[src/inc/eoc_map.vh]
// Register map, field positions, reset values and timing counts of the external oscillator control block.
`ifndef EOC_MAP_VH
`define EOC_MAP_VH
`define EOC_ADDR_W 8
`define EOC_OFS_CONTROL 8'h9f
`define EOC_OFS_IRQ_STATUS 8'ha0
`define EOC_OFS_IRQ_MASK 8'ha1
`define EOC_OFS_VALID_TIME 8'ha2
`define EOC_VALID_BIT 7
`define EOC_MODE_HI 6
`define EOC_MODE_LO 4
`define EOC_FREQ_HI 2
`define EOC_FREQ_LO 0
`define EOC_CONTROL_RESET 8'h00
`define EOC_MODE_CMOS 3'h2
`define EOC_MODE_CMOS_DIV2 3'h3
`define EOC_MODE_RC 3'h4
`define EOC_MODE_CAP 3'h5
`define EOC_MODE_XTAL 3'h6
`define EOC_MODE_XTAL_DIV2 3'h7
`define EOC_IRQ_VALID_RISE 0
`define EOC_IRQ_VALID_LOSS 1
`define EOC_SETTLE_US 1000
`define EOC_CLK_MHZ 200
`define EOC_SETTLE_CYCLES (`EOC_SETTLE_US * `EOC_CLK_MHZ)
`define EOC_STABLE_EDGES 16'h0400
`endif

[src/hdl/eoc_sync2.v]
// Two-stage synchroniser for one asynchronous level.
`timescale 1ns/1ps
module eoc_sync2
(
    // Clock and reset.
    input wire ref_clk,
    input wire rst,
    // Level in and out.
    input wire d,
    output reg q
);
    reg meta;
    always @(posedge ref_clk)
    begin
        if (rst)
        begin
            // Reset to the idle-high pin level, so the release of reset shows no false rising edge.
            meta <= 1'b1;
            q <= 1'b1;
        end
        else
        begin
            meta <= d;
            q <= meta;
        end
    end
endmodule

[src/hdl/eoc_ext_osc.v]
// External oscillator control register, crystal qualification and clock output selection.
`timescale 1ns/1ps
`include "eoc_map.vh"
module eoc_ext_osc
#(
    parameter SETTLE_CYCLES = `EOC_SETTLE_CYCLES,
    parameter [15:0] STABLE_EDGES = `EOC_STABLE_EDGES
)
(
    // Clock and reset.
    input wire ref_clk,
    input wire rst,
    // Register port.
    input wire [7:0] reg_addr,
    input wire [7:0] reg_wdata,
    input wire reg_wr,
    input wire reg_rd,
    output reg [7:0] reg_rdata,
    // Oscillator pins and analog drive.
    input wire osc_pin_in,
    input wire osc_pin_out,
    output wire [2:0] ext_osc_mode_sel,
    output wire [2:0] ext_osc_freq_ctrl,
    output wire drive_enable,
    output wire crystal_enable,
    // Oscillator clock delivered to the clock tree, sampled in this domain.
    output reg osc_clk_out,
    output wire crystal_valid_flag,
    // Interrupt.
    output wire irq
);
    localparam ST_OFF = 3'b001;
    localparam ST_SETTLE = 3'b010;
    localparam ST_QUAL = 3'b100;

    reg [7:0] ext_osc_control;
    reg [1:0] irq_status;
    reg [1:0] irq_mask;
    reg [2:0] state;
    reg [2:0] next_state;
    reg [31:0] settle_cnt;
    reg [15:0] edge_cnt;
    reg valid;
    reg osc_q;
    reg div_tog;
    wire osc_in_s;
    wire osc_out_s;
    wire osc_s;
    wire osc_rise;
    wire xtal_mode;
    wire valid_rise;
    wire valid_loss;
    wire [2:0] mode;

    // Each pin has its own synchroniser, so the mode mux never sees a raw pin.
    eoc_sync2 u_sync_in
    (
        .ref_clk(ref_clk),
        .rst(rst),
        .d(osc_pin_in),
        .q(osc_in_s)
    );

    eoc_sync2 u_sync_out
    (
        .ref_clk(ref_clk),
        .rst(rst),
        .d(osc_pin_out),
        .q(osc_out_s)
    );

    // Crystal mode senses the input pin; all other modes take the clock on the output pin.
    assign osc_s = xtal_mode ? osc_in_s : osc_out_s;

    assign mode = ext_osc_control[`EOC_MODE_HI:`EOC_MODE_LO];
    assign ext_osc_mode_sel = mode;
    assign ext_osc_freq_ctrl = ext_osc_control[`EOC_FREQ_HI:`EOC_FREQ_LO];
    assign drive_enable = mode[2] | mode[1];
    assign xtal_mode = mode[2] & mode[1];
    assign crystal_enable = xtal_mode;
    assign osc_rise = osc_s & ~osc_q;
    assign crystal_valid_flag = valid;
    assign valid_rise = (next_state == ST_QUAL) && (edge_cnt == STABLE_EDGES - 16'h0001) && osc_rise && !valid;
    assign valid_loss = valid && !xtal_mode;
    assign irq = |(irq_status & irq_mask);

    // Register writes. Bit 3 and bit 7 are not stored by a write.
    always @(posedge ref_clk)
    begin
        if (rst)
        begin
            ext_osc_control <= `EOC_CONTROL_RESET;
            irq_mask <= 2'h0;
        end
        else if (reg_wr)
        begin
            if (reg_addr == `EOC_OFS_CONTROL)
            begin
                ext_osc_control <= {1'b0, reg_wdata[6:4], 1'b0, reg_wdata[2:0]};
            end
            if (reg_addr == `EOC_OFS_IRQ_MASK)
            begin
                irq_mask <= reg_wdata[1:0];
            end
        end
    end

    // Sticky status; a new event wins over a write-one clear in the same cycle.
    always @(posedge ref_clk)
    begin
        if (rst)
        begin
            irq_status <= 2'h0;
        end
        else
        begin
            irq_status <= (irq_status & ~((reg_wr && reg_addr == `EOC_OFS_IRQ_STATUS) ? reg_wdata[1:0] : 2'h0))
                | {valid_loss, valid_rise};
        end
    end

    // Qualification sequencer: bias settling time, then a run of oscillator edges.
    always @*
    begin
        next_state = state;
        case (state)
            ST_OFF:
            begin
                if (xtal_mode)
                begin
                    next_state = ST_SETTLE;
                end
            end
            ST_SETTLE:
            begin
                if (!xtal_mode)
                begin
                    next_state = ST_OFF;
                end
                else if (settle_cnt == SETTLE_CYCLES - 1)
                begin
                    next_state = ST_QUAL;
                end
            end
            ST_QUAL:
            begin
                if (!xtal_mode)
                begin
                    next_state = ST_OFF;
                end
            end
            default:
            begin
                next_state = ST_OFF;
            end
        endcase
    end

    always @(posedge ref_clk)
    begin
        if (rst)
        begin
            state <= ST_OFF;
            settle_cnt <= 32'h0000_0000;
            edge_cnt <= 16'h0000;
            valid <= 1'b0;
            osc_q <= 1'b1;
        end
        else
        begin
            state <= next_state;
            osc_q <= osc_s;
            if (state == ST_SETTLE)
            begin
                settle_cnt <= settle_cnt + 32'h0000_0001;
            end
            else
            begin
                settle_cnt <= 32'h0000_0000;
            end
            if (next_state != ST_QUAL)
            begin
                edge_cnt <= 16'h0000;
                valid <= 1'b0;
            end
            else if (osc_rise && !valid)
            begin
                if (edge_cnt == STABLE_EDGES - 16'h0001)
                begin
                    valid <= 1'b1;
                end
                else
                begin
                    edge_cnt <= edge_cnt + 16'h0001;
                end
            end
        end
    end

    // Clock output: direct, halved in the divide modes, low when off.
    always @(posedge ref_clk)
    begin
        if (rst)
        begin
            div_tog <= 1'b0;
            osc_clk_out <= 1'b0;
        end
        else
        begin
            if (osc_rise)
            begin
                div_tog <= ~div_tog;
            end
            if (!drive_enable)
            begin
                osc_clk_out <= 1'b0;
            end
            else if (mode == `EOC_MODE_XTAL_DIV2 || mode == `EOC_MODE_CMOS_DIV2)
            begin
                osc_clk_out <= div_tog;
            end
            else
            begin
                osc_clk_out <= osc_s;
            end
        end
    end

    // Read data in the cycle after the strobe; unmapped addresses read zero.
    always @(posedge ref_clk)
    begin
        if (rst)
        begin
            reg_rdata <= 8'h00;
        end
        else if (reg_rd)
        begin
            case (reg_addr)
                `EOC_OFS_CONTROL: reg_rdata <= {valid, ext_osc_control[6:0]};
                `EOC_OFS_IRQ_STATUS: reg_rdata <= {6'h00, irq_status};
                `EOC_OFS_IRQ_MASK: reg_rdata <= {6'h00, irq_mask};
                default: reg_rdata <= 8'h00;
            endcase
        end
        else
        begin
            reg_rdata <= 8'h00;
        end
    end
endmodule

[config.mk]
export PLATFORM = sky130hd
export DESIGN_NAME = eoc_ext_osc
export DESIGN_NICKNAME = d
export VERILOG_FILES = /design/src/hdl/eoc_sync2.v /design/src/hdl/eoc_ext_osc.v
export VERILOG_INCLUDE_DIRS = /design/src /design/src/inc
export SDC_FILE = /design/constraint.sdc
export NUM_CORES = 1
export LEC_CHECK = 0
export ABC_CLOCK_PERIOD_IN_PS = 2800
export BUFFER_PORTS_ARGS = -buffer_cell sky130_fd_sc_hd__buf_2
export CORE_UTILIZATION = 57
export CTS_CLUSTER_SIZE = 12
export DETAILED_ROUTE_END_ITERATION = 8
export PLACE_DENSITY = 0.79
export SLEW_MARGIN = 20
export SYNTH_ARGS = -nofsm -noshare
export SYNTH_HDL_FRONTEND = slang
export SYNTH_SLANG_ARGS = --single-unit
[constraint.sdc]
create_clock -name ref_clk -period 2.8 [get_ports ref_clk]
set_input_delay 0.56 -clock ref_clk [delete_from_list [all_inputs] [get_ports ref_clk]]
set_output_delay 0.56 -clock ref_clk [all_outputs]
set_load 0.01 [all_outputs]
After elaboration in Yosys (flattened, before gate mapping):

Cells that the tools add are included.

* register bits after elaboration: 77
* memory bits (read-only): 0
* input bits: 22
* word-level logic and storage cells: 69
* RAM bits: 0
* memories: 0
* output and inout bits: 19
* latch bits: 0

* muxes and demuxes: 9
* bitwise gates (word level): 13
* div/mod/pow operators: 0
* equality and inequality tests: 12
* $mul: 0
* magnitude comparators: 0
* shift-type cells: 0
* reduce and logical (&&, ||, !) cells: 18
* add/sub/neg operators: 2

Operators with widths (count)
* $add 32x1->32 const B: 1
* $eq 32x18->1 const B: 1
* $eq 8x8->1 const B: 3
* $pmux 8 s3: 1
* $add 16x1->16 const B: 1
* $eq 16x10->1 const B: 1
* $mux 3: 4
* $reduce_or 2->1: 5
* $eq 3x3->1 const B: 3
* $pmux 3 s3: 1
* $reduce_and 2->1: 4
* $eq 3x2->1 const B: 2
* $logic_and 1x1->1: 6
* $not 1->1: 6
* $and 2x2->2: 2
* $eq 3x1->1 const B: 1
* $ne 3x3->1 const B: 1
* $and 1x1->1: 2
* $logic_not 1->1: 2
* $mux 1: 2
* $mux 2: 1
* $not 2->2: 1
* $or 2x2->2: 1
* $logic_or 1x1->1: 1
* $or 1x1->1: 1

Depth between registers and ports, before layout:

Gate-level depths: netlist (run 1).

* depth in word-level cells: 9
* mapped depth: 8
* depth with buffers taken out: 6

Cells and area by module:

From an unflattened synthesis (run 1), not the netlist that was laid out.

* cell total of the unflattened synthesis: 366
* area, all modules: 3316.9 sq um

Modules (own cells, without submodules)
* eoc_ext_osc: times used 1, area an instance 3211.8 sq um, cells an instance 358, sequential area each 1441.4 sq um
* eoc_sync2: times used 2, area an instance 52.6 sq um, cells an instance 4, sequential area each 40.0 sq um

Worst setup path after synthesis (run 1):

No wires, ideal clock.

* path type: register -> register
* start: register settle_cnt[0]
* end: register irq_status[0]
* clock period less this slack: 2063 ps
* arrival time: 1977 ps
* cell stages (with the launch flop): 8
* slack: 737 ps
* path through: dfxtp_1 > ha_1 > inv_1 > or2_1 > or4_1 > o31a_1 > buf_6 > o31ai_2

* cells in the longest elaborated chain, start to end: 9

Ends and longest elaborated chain
* start: declaration: RTL line eoc_ext_osc.v:41 `reg [31:0] settle_cnt;`
* start signal: assignment: RTL line eoc_ext_osc.v:175 `settle_cnt <= settle_cnt + 32'h0000_0001;`
* $eq 32x18->1: RTL line eoc_ext_osc.v:140 `else if (settle_cnt == SETTLE_CYCLES - 1)`
* $mux 3: RTL line eoc_ext_osc.v:140
* $mux 3: RTL line eoc_ext_osc.v:136 `if (!xtal_mode)`
* $pmux 3 s3: RTL line eoc_ext_osc.v:126 `case (state)`
* $eq 3x3->1: RTL line eoc_ext_osc.v:83 `assign valid_rise = (next_state == ST_QUAL) && (edge_cnt == STABLE_EDGES - 16'h0001) && osc_rise && !valid;`
* $logic_and 1x1->1 (3 in a row): RTL line eoc_ext_osc.v:83
* $or 2x2->2: RTL line eoc_ext_osc.v:117 `` irq_status <= (irq_status & ~((reg_wr && reg_addr == `EOC_OFS_IRQ_STATUS) ? reg_wdata[1:0] : 2'h0)) ``
* end signal: assignment: RTL line eoc_ext_osc.v:117
* end: declaration: RTL line eoc_ext_osc.v:37 `reg [1:0] irq_status;`

No other way between the ends.
A chain may end at the register's enable or synchronous reset.

Worst setup path in the final report (run 1):

Same ends and word-level chain as after synthesis.

==> run_results.csv, run 1 <==
group,metric,value,unit
logic_synthesis,yosys_warnings,0,
die,ios,41,
global_route,antenna_found_initial,0,
die,row_count,27,
sta,tightestPinTransition,0.805,ns
sta,fin_crit_sh,0.862,
die,core_area,5570,µm²
logic_synthesis,async_flop_share,0,
logic_synthesis,syn_area,3320,µm²
logic_synthesis,ys_seq_elements,76,
final_layout,drive_gt1_frac,0.168,
route,drc_errors,0,
hold_path,min_path_type,"in2reg",
sta,setup_violations,0,
clock_tree,cts-buffers-inserted,9,
pwr,design_power_total,2.20,mW
clock_tree,clk_pin_slew,0.08,ns
sta,relSlewSlack,0.458,
sta,fmax,414,MHz
sta,hold_slack,0.392,ns
pwr,p_per_area,573,nW/µm²
sta,fin_tns_setup,0,ns
worst_setup_path,cp_max_fo,19,
die,dieArea,6130,µm²
logic_synthesis,ys.flop_type,"dfxtp_1",
placed_design,portBuffers,37,
worst_setup_path,crit_required,3.06,ns
global_route,overflow,0,
final_layout,utilization,0.688,
die,die_w,78.3,µm
logic_synthesis,avgSynthCellArea,8.93,µm²
pwr,p_leak,1.52,nW
global_route,grt_max_degree,32,
clock_tree,postCtsSetupBuffers,0,
logic_synthesis,seq_area_frac_synth,0.458,
sta,period_needed,2.41,ns
worst_setup_path,cp.arrival,2.68,ns
route,first_iter_violations,156,
clock_tree,post_cts_resized,0,
clock_tree,tritoncts,"yes",
logic_synthesis,syn_inst,372,
clock_tree,clk_latency,0.34,ns
sta,drv_slew,0,
route,vias,2676,
worst_setup_path,end_kind,"flop",
global_route,grt_usage,0.223,
global_route,grt_pass1_vias,2432,
logic_synthesis,synth-edff-count,0,
run_status,status,"completed",
sta,grt_setup_unrepaired,"false",
final_layout,area_delta_synth_final,15.4,%
global_route,grt_pass1_wl,10700,µm
placed_design,place.gp.congestion,0.785,
clock_tree,cts.sinks,76,
die,initial_utilization,0.596,
final_layout,nNetsFinal,436,
worst_setup_path,worst-setup-path-type,"reg2reg",
pwr,peakVddDrop,0.000347,V
clock_tree,cts_root_buffer,"clkbuf_8",
route,final_antenna_net_count,0,
job,drv_cap,0,
placed_design,dp_hpwl,4180,µm
worst_setup_path,start_kind,"flop",
clock_tree,cts_max_level,3,
route,routed_wl,6340,µm
final_layout,n_antenna_cell,0,
clock_tree,clockBufferDepth,2,
route,drt_pre_antenna_iters,4,
sta,finClkSkew,0.00938,ns
route,avgViaCountPerCell,5.48,
route,wl_per_cell,13.0,µm
clock_tree,cts_hold_buf,0,
die,fp.dieH,78.3,µm
logic_synthesis,syn_nets,396,
sta,hold_viol,0,
logic_synthesis,synth_cell_types,45,
cell usage after synthesis, drive strengths merged (2+ instances only):
master  number  share of area
a21bo        2         0.0060
dfxtp       76           0.46
nand3b       2         0.0045
clkbuf       9          0.010
and4         5          0.013
nor2        69          0.078
o211ai       3         0.0068
and3         8          0.015
nand2       21          0.024
and2        12          0.023
ha           2         0.0075
xnor2        8          0.021
a21oi        3         0.0045
nand4       24          0.047
buf          6          0.013
nor4         9          0.017
inv          7         0.0079
nor4bb       2         0.0060
o21ai        6         0.0090
nor2b        2         0.0038
mux2i       15          0.045
nor3         4         0.0060
nand3       21          0.032
or2          6          0.011
xor2        35          0.092
cells in the final DEF, fill, tap and decap left out, types with 2 or more instances in the layout:
| master | netlist | routed |
|---|---|---|
| and2_1 | 12 | 12 |
| clkbuf_8 | 0 | 9 |
| nor4bb_1 | 2 | 2 |
| o211ai_1 | 3 | 3 |
| nor2b_1 | 2 | 2 |
| or2_2 | 5 | 5 |
| bufinv_16 | 0 | 4 |
| nand2_1 | 21 | 21 |
| a21oi_1 | 3 | 3 |
| nand3_1 | 21 | 21 |
| xor2_1 | 35 | 35 |
| a21bo_2 | 2 | 2 |
| buf_2 | 1 | 37 |
| nand4_1 | 23 | 23 |
| ha_1 | 2 | 2 |
| nor3_1 | 4 | 4 |
| buf_4 | 1 | 7 |
| and4_1 | 5 | 5 |
| nand3b_1 | 2 | 2 |
| clkinv_4 | 0 | 2 |
| o21ai_0 | 6 | 6 |
| nor2_1 | 69 | 69 |
| mux2i_1 | 15 | 15 |
| nor4_1 | 9 | 9 |
| xnor2_1 | 8 | 8 |
| dfxtp_1 | 76 | 76 |
| and3_1 | 8 | 8 |
| inv_1 | 7 | 7 |
path summary, 6_finish.rpt:
check	from	end	slack (ns)	cells past startpoint
worst min register to register	u_sync_in.meta$_SDFF_PP1_	u_sync_in.q$_SDFF_PP1_	0.41	1
worst min-delay path	osc_pin_out	u_sync_out.meta$_SDFF_PP1_	0.39	2
worst max register to register	settle_cnt[0]$_SDFF_PP0_	irq_status[0]$_SDFF_PP0_	0.39	6
worst max-delay path	settle_cnt[0]$_SDFF_PP0_	irq_status[0]$_SDFF_PP0_	0.39	6
critical path: stages, from the launching register on:
cell     delay (ns)
dfxtp_1        0.39
ha_1           0.23
inv_1          0.06
or2_1          0.27
or4_1          0.57
o31a_1         0.50
o31ai_2        0.30
cells by family (layout without fill, tap and decap cells):
logic type               after synthesis  count (layout)  share of synthesized area
other                                  1               1                    0.00113
XOR/XNOR                              43              43                      0.113
adder cells (fa/ha/maj)                2               2                    0.00753
flip-flops                            76              76                      0.458
AND/OR/NAND/NOR                      191             191                      0.295
AO/OA/AOI/OAI                         22              22                     0.0486
multiplexers                          15              15                     0.0452
buffers and inverters                 22              66                     0.0309
per-layer routing:
metal,vias up,part of all wire,track usage
li1,1364,-,-
met5,-,0,0
met4,0,0.015,0.102
met3,9,0.036,0.0570
met1,1252,0.46,0.251
met2,51,0.49,0.394
flip-flops by register name, summed over array words and instances, names as in the netlist:
name,cells
settle_cnt,32
edge_cnt,16
reg_rdata,7
ext_osc_control,6
state,3
irq_mask,2
irq_status,2
crystal_valid_flag,1
div_tog,1
osc_clk_out,1
osc_q,1
u_sync_in.meta,1
u_sync_in.q,1
u_sync_out.meta,1
u_sync_out.q,1
report_power, final:
group	total, mW	internal, mW	switching (mW)
Clock	1.08	0.680	0.398
Sequential	1.09	1.08	0.00173
Combinational	0.0355	0.0176	0.0179
area by class of cell:
type	instances	area, µm²
Clock inverter	6	138
Clock buffer	9	124
Sequential cell	76	1520
Timing Repair Buffer	44	238
Fill cell	440	1740
Tap cell	72	90.1
Multi-Input combinational cell	274	1700
Inverter	7	26.3
through the flow:
stage / cells / setup WS [ns] / instance area, µm²
global route: 488 / 0.259 / 3830
finish: 488 / 0.387 / 3830
floorplan: 372 / 0.737 / 3320
detailed placement: 473 / 0.400 / 3570
global placement: 473 / 0.439 / 3570
CTS: 488 / 0.387 / 3830
(Power assumes the default switching activity.)
==> inputs of run 2 (changes only) <==
Settings changed: ABC_CLOCK_PERIOD_IN_PS 2800 to 2600.
Clock period 2.8 ns to 2.6 ns, I/O delays scaled along.
==> run 2 against run 1 <==
Die area unchanged. Clock power down 14%. Flip-flop and latch count unchanged. First-iteration DRC count down 31%. Global-route usage down 0.80 points. Combinational power up 6.2%. Largest cell class unchanged.
==> run_results.csv, run 2 (same netlist as run 1, synthesis figures left out) <==
group,metric,value,unit
worst_setup_path,worst-setup-path-type,"reg2reg",
global_route,overflow,0,
route,drt_pre_antenna_iters,4,
final_layout,largest_register_ffs,32,
die,die_w,78.3,µm
route,routed_wl,6070,µm
clock_tree,cts.sinks,76,
route,wl_per_cell,12.4,µm
sta,fin_tns_setup,0,ns
sta,hold_viol,0,
job,drv_cap,0,
sta,setup_violations,0,
global_route,grt_pass1_vias,2476,
worst_setup_path,start_kind,"flop",
pwr,swShare,0.220,
final_layout,area_delta_synth_final,14.1,%
worst_setup_path,endpoint,"edge_cnt[3]$_SDFFE_PP0P_",
clock_tree,cts_root_buffer,"clkbuf_8",
clock_tree,clk_pin_slew,0.08,ns
hold_path,min_path_type,"in2reg",
worst_setup_path,critPathLaunch,"settle_cnt[0]$_SDFF_PP0_",
pwr,switchingPower,0.469,mW
clock_tree,clk_latency,0.35,ns
pwr,seq_power_share,0.548,
route,first_iter_violations,108,
clock_tree,cts-buffers-inserted,9,
sta,period_needed,2.34,ns
global_route,antenna_found_initial,0,
die,ios,41,
final_layout,final_cell_mix,"dfxtp_1 (76), nor2_1 (69), buf_2 (37)",
final_layout,largest_register,"settle_cnt",
route,avgViaCountPerCell,5.44,
sta,grt_setup_unrepaired,"false",
pwr,p_per_area,562,nW/µm²
pwr,p_leak,1.50,nW
global_route,grt_usage,0.215,
final_layout,fill_cells,451,
worst_setup_path,cp.arrival,2.61,ns
final_layout,top_regs,"settle_cnt x32, edge_cnt x16, reg_rdata x7",
worst_setup_path,reg2reg_from,"settle_cnt[0]$_SDFF_PP0_",
placed_design,dp_hpwl,4160,µm
final_layout,n_antenna_cell,0,
run_status,status,"completed",
final_layout,nNetsFinal,437,
sta,fmax,428,MHz
placed_design,place.gp.congestion,0.808,
clock_tree,cts_hold_buf,0,
worst_setup_path,reg2reg_depth,7,
clock_tree,postCtsSetupBuffers,0,
pwr,clock_power_share,0.434,
worst_setup_path,cp_max_fo,10,
sta,drv_slew,0,
pwr,intPower,1.66,mW
global_route,grt_pass1_wl,10500,µm
final_layout,drive_gt1_frac,0.172,
worst_setup_path,reg2reg_slack,0.26,ns
pwr,design_power_total,2.13,mW
clock_tree,cts_max_level,3,
global_route,grt_max_degree,32,
worst_setup_path,crit_required,2.88,ns
clock_tree,tritoncts,"yes",
placed_design,portBuffers,37,
final_layout,layout_commonest_cell,"dfxtp_1",
route,drc_errors,0,
sta,tightestPinTransition,0.772,ns
die,initial_utilization,0.596,
pwr,power_frac_comb,0.018,
route,vias,2668,
worst_setup_path,end_kind,"flop",
die,fp.dieH,78.3,µm
sta,relSlewSlack,0.481,
worst_setup_path,reg2reg_to,"edge_cnt[3]$_SDFFE_PP0P_",
die,core_area,5570,µm²
sta,finClkSkew,0.0109,ns
die,dieArea,6130,µm²
route,final_antenna_net_count,0,
clock_tree,post_cts_resized,0,
clock_tree,clockBufferDepth,2,
die,row_count,27,
sta,fin_crit_sh,0.898,
sta,hold_slack,0.358,ns
pwr,peakVddDrop,0.000443,V
-- run 2: cell count changes in the layout (fill, tap and decap cells not counted), sizes merged --
cell      delta
buf          +1
bufinv       -3
clkbuf       +1
clkinvlp     +2
inv          +1
-- run 2: area by class of cell --
cell class | instances | area [µm²] | share of cell area
repair buffers | 45 | 245 | 0.0647
clock inverters | 6 | 71.3 | 0.0188
clock buffers | 10 | 138 | 0.0363
well taps | 72 | 90.1 | 0.0238
flip-flops and latches | 76 | 1520 | 0.402
multi-input cells | 274 | 1700 | 0.448
inverters | 7 | 26.3 | 0.00694
-- run 2: power by group through the flow --
stage	Sequential (mW)	Combinational, mW	Clock (mW)
final	1.17	0.0377	0.924
after global routing	1.17	0.0412	1.00
after CTS	1.17	0.0380	0.946
after detailed placement	1.20	0.0377	0
after global placement	1.20	0.0367	0
after floorplan	1.20	0.0179	0
-- run 2: worst min-delay path by stage --
| stage | start | endpoint | slack, ns | cells after the start |
|---|---|---|---|---|
| 6_report | osc_pin_out | u_sync_out.meta$_SDFF_PP1_ | 0.36 | 2 |
| 5_1_grt | osc_pin_in | u_sync_in.meta$_SDFF_PP1_ | 0.34 | 2 |
| 4_1_cts | osc_pin_out | u_sync_out.meta$_SDFF_PP1_ | 0.34 | 2 |
| 3_5_place_dp | u_sync_in.meta$_SDFF_PP1_ | u_sync_in.q$_SDFF_PP1_ | 0.39 | 1 |
| 3_3_place_gp | u_sync_out.meta$_SDFF_PP1_ | u_sync_out.q$_SDFF_PP1_ | 0.39 | 1 |
| 2_1_floorplan | u_sync_in.meta$_SDFF_PP1_ | u_sync_in.q$_SDFF_PP1_ | 0.39 | 1 |
-- run 2: through the flow --
stage / worst slack, ns / cell area (µm²) / util / cells
2_1_floorplan: 0.537 / 3320 / - / 372
3_3_place_gp: 0.344 / 3580 / 0.642 / 474
3_5_place_dp: 0.312 / 3580 / 0.642 / 474
4_1_cts: 0.267 / 3790 / 0.680 / 490
5_1_grt: 0.102 / 3790 / 0.680 / 490
6_report: 0.264 / 3790 / 0.680 / 490
-- run 2: critical path, cell delays in order (launching register included) --
cell and delay (ns):
dfxtp_1 0.39, ha_1 0.23, inv_1 0.07, or2_1 0.27, or4_1 0.58, o31a_1 0.40, buf_4 0.23, nor2_1 0.10
-- run 2: metal layers --
layer | wire length (µm) | vias up | GRT usage
met5 | 0 | - | 0
li1 | - | 1367 | -
met3 | 214 | 7 | 0.0523
met2 | 2970 | 46 | 0.373
met1 | 2820 | 1248 | 0.262
met4 | 67 | 0 | 0.0648
==> inputs of run 3 (changes only) <==
Settings changed: CORE_MARGIN from default to 2.
==> run 3 against run 2 <==
Clock skew grew 0.00050 ns. Count of clock-buffer cells in the layout stayed put. Worst hold slack got worse by 0.014 ns. Combinational power hardly changed. First-iteration DRC count is 3.7% lower. Power grew 0.16%. Largest cell class unchanged. Largest power group unchanged. Routed wire length rose by 0.31%. Design area about the same.
==> run_results.csv, run 3 (same netlist as run 1, synthesis figures left out) <==
group,metric,value,unit
pwr,p_per_area,563,nW/µm²
clock_tree,cts.sinks,76,
pwr,peakVddDrop,0.000376,V
worst_setup_path,cp_max_fo,16,
worst_setup_path,crit_slowest_cell,"or4_1",
sta,relSlewSlack,0.507,
job,drv_cap,0,
clock_tree,post_cts_resized,0,
worst_setup_path,cp.arrival,2.52,ns
clock_tree,cts_max_level,3,
worst_setup_path,cp_slowest_stage_delay,0.58,ns
final_layout,layout_commonest_cell,"dfxtp_1",
hold_path,min_path_type,"in2reg",
final_layout,largest_register_ffs,32,
placed_design,dp.cells,474,
clock_tree,clockBufferDepth,2,
sta,tightestPinTransition,0.733,ns
worst_setup_path,crit_chain,"ha_1, inv_1, or2_1, or4_1, o31a_1, buf_4, nor2_1",
route,final_antenna_net_count,0,
clock_tree,cts_root_buffer,"clkbuf_8",
final_layout,drive_gt1_frac,0.172,
die,core_area,5570,µm²
placed_design,dp_hpwl,4270,µm
die,die_w,80.3,µm
sta,drv_slew,0,
final_layout,nNetsFinal,437,
sta,period_needed,2.23,ns
placed_design,portBuffers,37,
sta,grt_setup_unrepaired,"false",
final_layout,area_delta_synth_final,14.1,%
clock_tree,postCtsSetupBuffers,0,
worst_setup_path,crit_required,2.88,ns
die,dieArea,6450,µm²
global_route,grt_usage,0.206,
final_layout,n_antenna_cell,0,
die,initial_utilization,0.596,
sta,fin_tns_setup,0,ns
route,wl_per_cell,12.4,µm
clock_tree,clk_pin_slew,0.09,ns
global_route,grt_pass1_wl,10500,µm
route,vias,2696,
route,drt_pre_antenna_iters,4,
pwr,p_leak,1.50,nW
die,ios,41,
sta,fin_crit_sh,0.858,
worst_setup_path,start_kind,"flop",
worst_setup_path,worst-setup-path-type,"reg2reg",
global_route,grt_pass1_vias,2572,
sta,setup_violations,0,
sta,fmax,448,MHz
sta,finClkSkew,0.0114,ns
global_route,antenna_found_initial,0,
die,row_count,27,
final_layout,final_cells,490,
clock_tree,cts_hold_buf,0,
sta,hold_viol,0,
global_route,overflow,0,
final_layout,final_cell_mix,"dfxtp_1 (76), nor2_1 (69), buf_2 (37)",
final_layout,top_regs,"settle_cnt x32, edge_cnt x16, reg_rdata x7",
global_route,grt_max_degree,32,
final_layout,largest_register,"settle_cnt",
clock_tree,clk_latency,0.35,ns
pwr,design_power_total,2.13,mW
die,fp.dieH,80.3,µm
run_status,status,"completed",
route,avgViaCountPerCell,5.50,
route,first_iter_violations,104,
final_layout,fill_cells,463,
route,drc_errors,0,
worst_setup_path,reg2reg_slack,0.37,ns
clock_tree,tritoncts,"yes",
clock_tree,cts-buffers-inserted,9,
placed_design,place.gp.congestion,0.768,
worst_setup_path,end_kind,"flop",
route,routed_wl,6090,µm
==> run 3: per-layer routing <==
metal  up-vias  wire (µm)  GRT usage
met4         0        137      0.117
met2        58       2980      0.363
li1       1363          -          -
met1      1262       2740      0.234
met3        13        232     0.0348
met5         -          0          0
==> run 3: through the flow <==
stage               worst slack (ns)  area (µm²)   util  hold slack (ns)
global placement               0.440        3580  0.642            0.392
global route                   0.206        3790  0.680            0.345
floorplan                      0.537        3320      -            0.389
finish                         0.368        3790  0.680            0.344
detailed placement             0.394        3580  0.642            0.404
CTS                            0.357        3790  0.680            0.331
==> run 3: worst paths after layout <==
path,startpoint,endpoint,cells past startpoint
worst min register to register,u_sync_out.meta$_SDFF_PP1_,u_sync_out.q$_SDFF_PP1_,1
worst max-delay path,settle_cnt[0]$_SDFF_PP0_,edge_cnt[14]$_SDFFE_PP0P_,7
worst max register to register,settle_cnt[0]$_SDFF_PP0_,edge_cnt[14]$_SDFFE_PP0P_,7
worst min-delay path,osc_pin_out,u_sync_out.meta$_SDFF_PP1_,2
==> run 3: power breakdown <==
group	switching, mW	total [mW]	internal, mW	leakage, nW
clock network	0.450	0.927	0.477	0.103
logic	0.0189	0.0378	0.0189	0.787
registers	0.00175	1.17	1.17	0.613
total	0.470	2.13	1.66	1.50
==> run 3: layout make-up <==
type,instances,area [µm²],area share
Sequential cell,76,1520,0.401
Timing Repair Buffer,45,245,0.0647
Inverter,7,26.3,0.00693
Multi-Input combinational cell,274,1700,0.448
Tap cell,72,90.1,0.0238
Clock buffer,10,138,0.0363
Clock inverter,6,72.6,0.0191
==> run 3: worst max-delay path, delay by kind of cell, from the launching register on <==
family                   cells  cell delay (ns)
AO/OA/AOI/OAI                1             0.32
adder cells (fa/ha/maj)      1             0.23
buffers and inverters        2             0.28
flip-flops                   1             0.39
AND/OR/NAND/NOR              3             0.95
